File: src/pkg/sstc_defs.vh
/*
 * Constants of the synchronous serial transmit controller:
 * register offsets, flag positions, reset values and characters.
 * Assumes inclusion by its bare name from the design file.
 */
`ifndef SSTC_DEFS_VH
`define SSTC_DEFS_VH

// ---------------------------------------------------------------
// register byte offsets
// ---------------------------------------------------------------
`define SSTC_OFF_SELECT     12'h000
`define SSTC_OFF_FLAG_IN    12'h004
`define SSTC_OFF_FLAG_OUT   12'h008
`define SSTC_OFF_DATA_IN    12'h00c
`define SSTC_OFF_TRANSMIT   12'h010
`define SSTC_OFF_INIT       12'h014
`define SSTC_OFF_DEV_CLEAR  12'h018
`define SSTC_OFF_START_ADDR 12'h01c
`define SSTC_OFF_TERM_ADDR  12'h020
`define SSTC_OFF_TERM_CHAR  12'h024
`define SSTC_OFF_CUR_ADDR   12'h028
`define SSTC_OFF_IRQ_STATUS 12'h02c
`define SSTC_OFF_IRQ_MASK   12'h030
`define SSTC_BUF_PAGE       2'h1
`define SSTC_BUF_PAGE_HI    11
`define SSTC_BUF_PAGE_LO    10
`define SSTC_BUF_IDX_HI     9
`define SSTC_BUF_IDX_LO     2

// ---------------------------------------------------------------
// fields and values
// ---------------------------------------------------------------
`define SSTC_SELECT_CODE    8'hc3
`define SSTC_OPEN_BUS       8'hff
`define SSTC_SYN_CHAR       8'h16
`define SSTC_MARK_CHAR      8'hff
`define SSTC_ZERO_BYTE      8'h00
`define SSTC_FLAG_NOT_BUSY  7
`define SSTC_FLAG_DSR       1
`define SSTC_OUT_DTR        4
`define SSTC_IRQ_DONE       0
`define SSTC_IRQ_DSR        1
`define SSTC_IRQ_W          2
`define SSTC_BIT_LAST       3'h7
`define SSTC_BIT_FIRST      3'h0

`endif

File: src/rtl/sstc_controller.v
/*
 * Synchronous serial transmit controller with APB register access,
 * host select decode, modem flags and buffer transmit sequencer.
 * Assumes an APB master on clock_i and an external modem supplying
 * tx_clk_i, cts_i and dsr_i, all asynchronous to clock_i.
 */
// The register addresses and register access over APB are this design's own decisions.
`timescale 1ns/1ps
`include "sstc_defs.vh"

module sstc_controller (
   input  wire        clock_i,
   input  wire        rst_i,
   input  wire        psel_i,
   input  wire        penable_i,
   input  wire        pwrite_i,
   input  wire [11:0] paddr_i,
   input  wire [31:0] pwdata_i,
   output wire        pready_o,
   output reg  [31:0] prdata_o,
   output reg         pslverr_o,
   input  wire        tx_clk_i,
   input  wire        cts_i,
   input  wire        dsr_i,
   output reg         txd_o,
   output reg         rts_o,
   output reg         dtr_o,
   output wire        irq_level6_o,
   output wire        irq_o
);

   // ------------------------------------------------------------
   // storage and state
   // ------------------------------------------------------------
   reg  [7:0]  buffer_mem [0:255];
   reg         ready;
   reg         selected;
   reg         not_busy;
   reg         active;
   reg         first;
   reg  [7:0]  start_addr;
   reg  [7:0]  term_addr;
   reg  [7:0]  term_char;
   reg  [7:0]  cur_addr;
   reg  [7:0]  shift;
   reg  [7:0]  last_char;
   reg  [2:0]  bit_cnt;
   reg  [1:0]  irq_status;
   reg  [1:0]  irq_mask;
   reg  [2:0]  clk_sync;
   reg  [1:0]  cts_sync;
   reg  [1:0]  dsr_sync;

   // ------------------------------------------------------------
   // decode helpers
   // ------------------------------------------------------------
   function sel_match;
      input [7:0] a;
      begin
         sel_match = &(a | ~`SSTC_SELECT_CODE);
      end
   endfunction

   function is_reg;
      input [11:0] a;
      input [11:0] off;
      begin
         is_reg = (a == off);
      end
   endfunction

   // ------------------------------------------------------------
   // apb access: one wait state, effect at the pready edge
   // ------------------------------------------------------------
   wire        access   = psel_i & penable_i & ready;
   wire        wr       = access & pwrite_i;
   wire [7:0]  wbyte    = pwdata_i[7:0];
   wire        buf_hit  = (paddr_i[`SSTC_BUF_PAGE_HI:`SSTC_BUF_PAGE_LO] == `SSTC_BUF_PAGE);
   wire [7:0]  buf_idx  = paddr_i[`SSTC_BUF_IDX_HI:`SSTC_BUF_IDX_LO];
   wire        wr_sel   = wr & is_reg(paddr_i, `SSTC_OFF_SELECT);
   wire        str_ofl  = wr & selected & is_reg(paddr_i, `SSTC_OFF_FLAG_OUT);
   wire        str_tx   = wr & selected & is_reg(paddr_i, `SSTC_OFF_TRANSMIT);
   wire        str_init = wr & selected & is_reg(paddr_i, `SSTC_OFF_INIT);
   wire        str_device_clear_strobe = wr & selected & is_reg(paddr_i, `SSTC_OFF_DEV_CLEAR);

   assign pready_o = ready;

   always @(posedge clock_i) begin
      if (rst_i) begin
         ready <= 1'b0;
      end else begin
         ready <= psel_i & penable_i & ~ready;
      end
   end

   // ------------------------------------------------------------
   // pin synchronisers
   // ------------------------------------------------------------
   wire clk_fall = clk_sync[2] & ~clk_sync[1];
   wire cts      = cts_sync[1];
   wire dsr      = dsr_sync[1];

   always @(posedge clock_i) begin
      if (rst_i) begin
         clk_sync <= 3'h0;
         cts_sync <= 2'h0;
         dsr_sync <= 2'h0;
      end else begin
         clk_sync <= {clk_sync[1:0], tx_clk_i};
         cts_sync <= {cts_sync[0], cts_i};
         dsr_sync <= {dsr_sync[0], dsr_i};
      end
   end

   // ------------------------------------------------------------
   // character sequencer
   // ------------------------------------------------------------
   wire        boundary  = clk_fall & (bit_cnt == `SSTC_BIT_LAST);
   wire        at_term   = ~first & (cur_addr == term_addr);
   wire [7:0]  next_addr = first ? cur_addr : cur_addr + 8'h01;
   wire [7:0]  fetch     = buffer_mem[next_addr];
   wire        hit_char  = (fetch == term_char);
   wire        step      = boundary & active & cts;
   wire        end_addr  = step & at_term;
   wire        end_char  = step & ~at_term & hit_char;
   wire        tx_done   = end_addr | end_char;
   wire        stop      = str_init | str_device_clear_strobe | tx_done;

   always @(posedge clock_i) begin
      if (wr & buf_hit) begin
         buffer_mem[buf_idx] <= wbyte;
      end
   end

   always @(posedge clock_i) begin
      if (rst_i) begin
         not_busy  <= 1'b1;
         rts_o     <= 1'b0;
         active    <= 1'b0;
         first     <= 1'b0;
         cur_addr  <= `SSTC_ZERO_BYTE;
         shift     <= `SSTC_SYN_CHAR;
         last_char <= `SSTC_ZERO_BYTE;
         bit_cnt   <= `SSTC_BIT_FIRST;
         txd_o     <= 1'b1;
      end else begin
         if (stop) begin
            not_busy <= 1'b1;
            rts_o    <= 1'b0;
            active   <= 1'b0;
            if (end_char) begin
               cur_addr <= next_addr;
            end
         end else if (str_tx) begin
            not_busy <= 1'b0;
            rts_o    <= 1'b1;
            active   <= 1'b1;
            first    <= 1'b1;
            cur_addr <= start_addr;
         end else if (step) begin
            first    <= 1'b0;
            cur_addr <= next_addr;
         end
         if (clk_fall) begin
            bit_cnt <= bit_cnt + 3'h1;
            txd_o   <= shift[bit_cnt];
         end
         if (boundary) begin
            if (step & ~tx_done) begin
               shift     <= fetch;
               last_char <= fetch;
            end else if (active & ~tx_done) begin
               shift <= `SSTC_MARK_CHAR;
            end else begin
               shift <= `SSTC_SYN_CHAR;
            end
         end
      end
   end

   // ------------------------------------------------------------
   // selection, modem flags, addresses
   // ------------------------------------------------------------
   always @(posedge clock_i) begin
      if (rst_i) begin
         selected   <= 1'b0;
         dtr_o      <= 1'b0;
         start_addr <= `SSTC_ZERO_BYTE;
         term_addr  <= `SSTC_ZERO_BYTE;
         term_char  <= `SSTC_ZERO_BYTE;
      end else begin
         if (str_init) begin
            selected <= 1'b0;
         end else if (wr_sel) begin
            selected <= sel_match(wbyte);
         end
         if (str_ofl) begin
            dtr_o <= wbyte[`SSTC_OUT_DTR];
         end
         if (wr & is_reg(paddr_i, `SSTC_OFF_START_ADDR)) begin
            start_addr <= wbyte;
         end
         if (wr & is_reg(paddr_i, `SSTC_OFF_TERM_ADDR)) begin
            term_addr <= wbyte;
         end
         if (wr & is_reg(paddr_i, `SSTC_OFF_TERM_CHAR)) begin
            term_char <= wbyte;
         end
      end
   end

   // ------------------------------------------------------------
   // interrupts
   // ------------------------------------------------------------
   reg        dsr_prev;
   wire [1:0] irq_event;
   wire       irq_wr  = wr & is_reg(paddr_i, `SSTC_OFF_IRQ_STATUS);
   wire [1:0] irq_clr = irq_wr ? pwdata_i[`SSTC_IRQ_W-1:0] : 2'h0;

   assign irq_event[`SSTC_IRQ_DONE] = stop;
   assign irq_event[`SSTC_IRQ_DSR]  = dsr ^ dsr_prev;
   assign irq_level6_o = not_busy;
   assign irq_o        = |(irq_status & irq_mask);

   always @(posedge clock_i) begin
      if (rst_i) begin
         irq_status <= 2'h0;
         irq_mask   <= 2'h0;
         dsr_prev   <= 1'b0;
      end else begin
         dsr_prev   <= dsr;
         irq_status <= (irq_status & ~irq_clr) | irq_event;
         if (wr & is_reg(paddr_i, `SSTC_OFF_IRQ_MASK)) begin
            irq_mask <= pwdata_i[`SSTC_IRQ_W-1:0];
         end
      end
   end

   // ------------------------------------------------------------
   // read data
   // ------------------------------------------------------------
   reg [7:0] rbyte;
   reg       rmiss;
   reg [7:0] flags_in;

   always @* begin
      flags_in = `SSTC_ZERO_BYTE;
      flags_in[`SSTC_FLAG_NOT_BUSY] = not_busy;
      flags_in[`SSTC_FLAG_DSR]      = dsr;
      rbyte = `SSTC_ZERO_BYTE;
      rmiss = 1'b0;
      if (buf_hit) begin
         rbyte = buffer_mem[buf_idx];
      end else begin
         case (paddr_i)
            `SSTC_OFF_SELECT:     rbyte = {7'h00, selected};
            `SSTC_OFF_FLAG_IN:    rbyte = selected ? flags_in : `SSTC_OPEN_BUS;
            `SSTC_OFF_FLAG_OUT:   rbyte = {3'h0, dtr_o, 4'h0};
            `SSTC_OFF_DATA_IN:    rbyte = selected ? last_char : `SSTC_OPEN_BUS;
            `SSTC_OFF_TRANSMIT:   rbyte = `SSTC_ZERO_BYTE;
            `SSTC_OFF_INIT:       rbyte = `SSTC_ZERO_BYTE;
            `SSTC_OFF_DEV_CLEAR:  rbyte = `SSTC_ZERO_BYTE;
            `SSTC_OFF_START_ADDR: rbyte = start_addr;
            `SSTC_OFF_TERM_ADDR:  rbyte = term_addr;
            `SSTC_OFF_TERM_CHAR:  rbyte = term_char;
            `SSTC_OFF_CUR_ADDR:   rbyte = cur_addr;
            `SSTC_OFF_IRQ_STATUS: rbyte = {6'h00, irq_status};
            `SSTC_OFF_IRQ_MASK:   rbyte = {6'h00, irq_mask};
            default:              rmiss = 1'b1;
         endcase
      end
   end

   always @(posedge clock_i) begin
      if (rst_i) begin
         prdata_o  <= 32'h00000000;
         pslverr_o <= 1'b0;
      end else if (psel_i & penable_i & ~ready) begin
         prdata_o  <= {24'h000000, rbyte};
         pslverr_o <= rmiss;
      end else begin
         pslverr_o <= 1'b0;
      end
   end

endmodule // sstc_controller

File: config.mk
export PLATFORM = sky130hd
export DESIGN_NAME = sstc_controller
export DESIGN_NICKNAME = d
export VERILOG_FILES = /design/src/rtl/sstc_controller.v
export VERILOG_INCLUDE_DIRS = /design/src /design/src/pkg
export SDC_FILE = /design/constraint.sdc
export NUM_CORES = 2
export LEC_CHECK = 0
export ABC_AREA = 0
export BUFFER_PORTS_ARGS = -buffer_cell sky130_fd_sc_hd__buf_4
export CELL_PAD_IN_SITES_DETAIL_PLACEMENT = 2
export CELL_PAD_IN_SITES_GLOBAL_PLACEMENT = 2
export CORE_ASPECT_RATIO = 1.5
export CORE_MARGIN = 2
export CORE_UTILIZATION = 40
export DETAILED_ROUTE_END_ITERATION = 16
export PLACE_DENSITY = 0.78
export SLEW_MARGIN = 5
export SYNTH_ARGS = -nofsm -noshare
export SYNTH_HDL_FRONTEND = slang
export SYNTH_SLANG_ARGS = --single-unit
File: constraint.sdc
create_clock -name clock_i -period 4.6 [get_ports clock_i]
set_clock_uncertainty 0.15 [all_clocks]
set_input_delay 0.23 -clock clock_i [delete_from_list [all_inputs] [get_ports clock_i]]
set_output_delay 0.23 -clock clock_i [all_outputs]
set_load 0.005 [all_outputs]
; ---- Word-level counts from Yosys, hierarchy flattened
; Memories as Yosys holds them, arrays and structs flattened.
; Cells that the tools add are included.
[totals]
regBits = 79
latchBits = 0
ramBits = 2048
rom_bits = 0
elab_cells = 115
memories = 1
[mem_list]
columns = memory, words, word_bits, read_ports, rd_clocked_by_memory_dff, wr, line
row1 = buffer_mem, 256, 8, 2, 0, 1, sstc_controller.v:35  ; reg [7:0] buffer_mem [0:255];
[classes]
addsub = 2
n_mul = 0
div = 0
n_lt_le_gt_ge = 1
n_eq_ne = 17
n_shift = 0
n_mux = 19
n_bitwise = 41
n_reduce_logical = 12
[op_table]
columns = operator, n
row1 = $mux 8, 10
row2 = $pmux 8 s10, 1
row3 = $eq 12x6->1 const B, 5
row4 = $eq 12x5->1 const B, 4
row5 = $and 1x1->1, 26
row6 = $eq 12x4->1 const B, 2
row7 = $eq 8x8->1, 2
row8 = $reduce_or 13->1, 1
row9 = $eq 12x3->1 const B, 1
row10 = $logic_not 12->1, 1
row11 = $add 8x1->8 const B, 1
row12 = $not 1->1, 7
row13 = $mux 1, 6
row14 = $reduce_and 2->1, 3
row15 = $reduce_or 2->1, 3
row16 = $and 2x2->2, 2
row17 = $lt 3x4->1 const B, 1
row18 = $reduce_and 4->1, 1
row19 = $add 3x1->3 const B, 1
row20 = $bmux 1 s3, 1
row21 = $eq 3x3->1 const B, 1
row22 = $or 1x1->1, 3
row23 = $reduce_bool 3->1, 1
row24 = $reduce_or 3->1, 1
row25 = other kinds (7), 7

; ---- Logic depth before layout (Yosys ltp)
[depth]
ltp_word = 12
mapped_depth = 23

; ---- Worst setup path before layout
; Ideal clock, no wire load.
[synth_path]
path_kind = reg2reg
startpoint = register cur_addr[0]
endpoint = register cur_addr[7]
arrival_time_ns = 4.774
required_ns = 4.320
setup_slack_ns = -0.454
stages_incl_launch_ff = 23
n_path_buf = 9
period_less_slack_ns = 5.054
cell_sequence = dfxtp_1 -> ha_1 -> buf_6 -> buf_6 -> buf_6 -> buf_4 -> buf_6 -> buf_2 -> buf_2 -> buf_2 -> mux4_2 -> nand2_1 -> nand3_1 -> nand4_1 -> o211ai_1 -> nor4_1 -> nand4_1 -> xnor2_1 -> nand4_1 -> o21ai_4 -> buf_6 -> mux2i_1 -> o32ai_1
[synth_between]
elab_chain_cells = 9
word_cells_on_any_way = 19
[synth_lines]
columns = item, line
row1 = from (decl), sstc_controller.v:44  ; reg [7:0] cur_addr;
row2 = from (signal assigned), sstc_controller.v:141  ; cur_addr <= `SSTC_ZERO_BYTE;
row3 = from (signal assigned), sstc_controller.v:152  ; cur_addr <= next_addr;
row4 = from (signal assigned), sstc_controller.v:159  ; cur_addr <= start_addr;
row5 = $add 8x1->8 or $eq 8x8->1 (tied branches), "sstc_controller.v:120, sstc_controller.v:119"
row6 = $mux 8 or $and 1x1->1 (tied branches), "sstc_controller.v:120, sstc_controller.v:119"
row7 = $mem_v2 256x8 or $not 1->1 (tied branches), -
row8 = $eq 8x8->1 or $and 1x1->1 (tied branches), "sstc_controller.v:122, sstc_controller.v:125"
row9 = $and 1x1->1, sstc_controller.v:125  ; wire end_char = step & ~at_term & hit_char;
row10 = $or 1x1->1, sstc_controller.v:126  ; wire tx_done = end_addr | end_char;
row11 = $or 1x1->1, sstc_controller.v:127  ; wire stop = str_init | str_device_clear_strobe | tx_done;
row12 = $ne 2x2->1 (no source line) or $reduce_bool 3->1 (tied branches), -
row13 = $reduce_and 2->1 (no source line), -
; Several ways; a longest one is shown, not always the timed one. The select of a mux whose other input is x is not followed.
; A chain may end at the register's enable or synchronous reset.

; ---- Final worst setup path
[layout_path]
startpoint = register cur_addr[0]
endpoint = register cur_addr[1]
; Same word-level chain as after synthesis.

==> impl_metrics.tcl <==
set metrics [dict create \
    worstSetupPathType "register to register" \
    drive_above_1_share_pct 44.48 \
    crit_start "cur_addr[0]" \
    yosysUniqueCellTypes 78 \
    violations "max-capacitance violations, max-slew violations, negative setup slack" \
    track_usage_pct 34.43 \
    synthArstFlopShare_pct 0 \
    grt_max_degree 149 \
    row_count 242 \
    grt_pass1_vias 85076 \
    grt_first_pass_wirelength_um 712100 \
    yosys-top-cells-area "edfxtp_1 (53%), mux4_2 (34%), nand2_1 (1.6%)" \
    synth_common_cells "edfxtp_1 (2,048), mux4_2 (1,737), nand2_1 (505)" \
    first_pass_iters 8 \
    max_cap_violations 1 \
    yosysWarnings 0 \
    avgRoutedWirePerCell_um 46.37 \
    vias 81208 \
    clock_latency_ns 0.93 \
    drtIter0Drc 12104 \
    path_clk_slew_ns 0.08 \
    syn_inst 6380 \
    reg2reg_from "cur_addr[0]" \
    hp-class "primary input to register" \
    synth_area_sq_um 115900 \
    design_area_sq_um 137000 \
    place_ws_ns -2.010 \
    fin_hold_ws_ns 0.07448 \
    synth_top_area_share_pct 53.07 \
    finalCritPeriodShare_pct 119.9 \
    cts_tree "yes" \
    drc_errors 0 \
    hold_violations 0 \
    min_from "paddr_i[1]" \
    cts_root_buf "clkbuf_16" \
    finalCriticalPeriod_ns 5.517 \
    synth-edff-count 2048 \
    drtAntennaViolNets 0 \
    finalSetupTns_ns -20.84 \
    cts_max_level 4 \
    yosysMostFrequentCell "edfxtp_1" \
    yosysTopAreaCell "edfxtp_1" \
    worst_pin_slew_ns 1.517 \
    timing.fmax_ghz 0.1812 \
    critPathRequiredTime_ns 5.32 \
    area_growth_syn_to_layout_pct 18.24 \
    ios 91 \
    placed_cell_area_sq_um 126600 \
    rsz0062_at_grt "true" \
    portBuffers 42 \
    ir_drop_mv 0.3034 \
    post-route-util_pct 47.44 \
    antenna_found_initial 52 \
    place.gp.congestion 0.9531 \
    initial_core_util_pct 40.12 \
    fin_nets 7163 \
    die_area_sq_um 294100 \
    vias_per_cell 7.331 \
    ys_seq_elements 2127 \
    start_kind "register" \
    grt.overflow.total 0 \
    outcome "finished with violations" \
    die_w_um 443.5 \
    drv_slew 24 \
    setup_ws_ns -0.9174 \
    die_h_um 663.2 \
    core_area_sq_um 288900 \
    p_leak_nw 42.12 \
    ys.flop_type "edfxtp_1" \
    p_per_area_nw_per_um2 306.5 \
    fillCellCount 25774 \
    critPathMaxFanout 6 \
    crit_arrival_ns 6.24 \
    clkSinkCount 2127 \
    cts_made_buffers 208 \
    routed_wl_um 513700 \
    dp_hpwl_um 330500 \
    crit_path_end_kind "register" \
    yosysSeqAreaShare_pct 54.43 \
    clock_path_buffers 4 \
    finalSetupViolations 28 \
    syn_avg_cell_area_sq_um 18.16 \
    relSlewSlack_pct -1.484 \
]
-- through the flow --
step / total power, mW / instances
2_1_floorplan: 22.65 / 6403
3_3_place_gp: 23.68 / 10513
3_5_place_dp: 23.74 / 10514
4_1_cts: 41.80 / 11008
5_1_grt: 42.47 / 11057
6_report: 42.00 / 11078
-- kinds of logic after synthesis --
family                     synth area share, %
AOI/OAI and AO/OA                        2.719
xor gates and xnor gates                0.1879
adders and majority gates              0.03239
buffers and inverters                    2.694
DFF                                      54.43
muxes                                    35.33
other                                 0.003236
and+or+nand+nor                          4.603
-- area by class of cell --
cell class	instances	area, sq um	share of cell area, %
clock buffer	245	5490	4.007
multi-input combinational	3654	50370	36.76
antenna	26	65.06	0.04748
inverter	19	71.32	0.05205
clock inverter	127	1416	1.034
tap	3782	4732	3.453
sequential	2127	63100	46.05
timing repair buffer	1098	11780	8.593
-- worst max-delay path: stages, from the launching register on --
cell and delay, ns:
dfxtp_4 0.37, ha_4 0.33, buf_12 0.15, buf_12 0.11, buf_4 0.13, buf_16 0.13
mux4_2 0.50, nand2_1 0.09, a31oi_1 0.09, nand4b_1 0.35, nand4_1 0.32, or4_1 0.61
or4b_4 0.55, xor2_1 0.17, or4_4 0.48, o21ai_4 0.24, buf_12 0.16, mux2i_2 0.28
o221a_2 0.23
-- final timing paths --
path	endpoint	slack, ns	cells after the start
worst max register to register	cur_addr[1]	-0.92	18
worst min register to register	clk_sync[1]	0.30	1
worst min-delay path	irq_status[1]	0.07	7
worst max-delay path	cur_addr[1]	-0.92	18
-- per-layer routing --
layer  track usage, %  vias up  part of all wire, %
met3            8.061     2184                   11
met2            56.60     7022                   49
li1                 -    29016                    -
met1            38.61    42942                   31
met5                0        -                0.064
met4            27.03       44                   10
-- power breakdown --
group          switching (mW)  leakage, nW  internal [mW]
Clock                    8.38         3.37           10.2
Combinational            1.43         19.7          0.815
Sequential            0.00927         19.0           21.2
Total                    9.81         42.1           32.2
-- what timing repair did --
action,CTS,global route
hold endpoints to repair,452,0
gates cloned,35,5
setup endpoints to repair,28,28
gates resized for setup,167,52
hold buffers,30,0
setup buffers,57,41
pin swaps,29,24
-- sequential cells by signal, summed over array words and instances (netlist names), 2 cells and up --
name / count
cts_sync: 2
clk_sync: 3
irq_status: 2
start_addr: 8
dsr_sync: 2
shift: 8
cur_addr: 8
buffer_mem: 2048
term_addr: 8
term_char: 8
prdata_o: 8
irq_mask: 2
bit_cnt: 3
last_char: 8
-- placed cells by master, fill, tap and decap left out, drive strengths merged, types with 15 or more instances in the layout --
master,netlist,final
o22ai,71,71
a31oi,35,35
buf,346,1031
nor2b,31,31
xor2,15,15
bufinv,0,29
a32oi,17,17
a21oi,74,74
diode,0,26
nor3,27,27
conb,1,24
mux4,1737,1737
edfxtp,2048,2048
o21ai,46,46
nand4,62,62
nand2,505,505
bufbuf,0,23
inv,18,27
dlygate4sd3,0,30
nor2,367,367
dfxtp,79,79
nor4,24,24
nand3,138,138
mux2i,176,176
a22oi,127,127
clkinv,1,79
clkbuf,257,259
(Power assumes the default switching activity.)
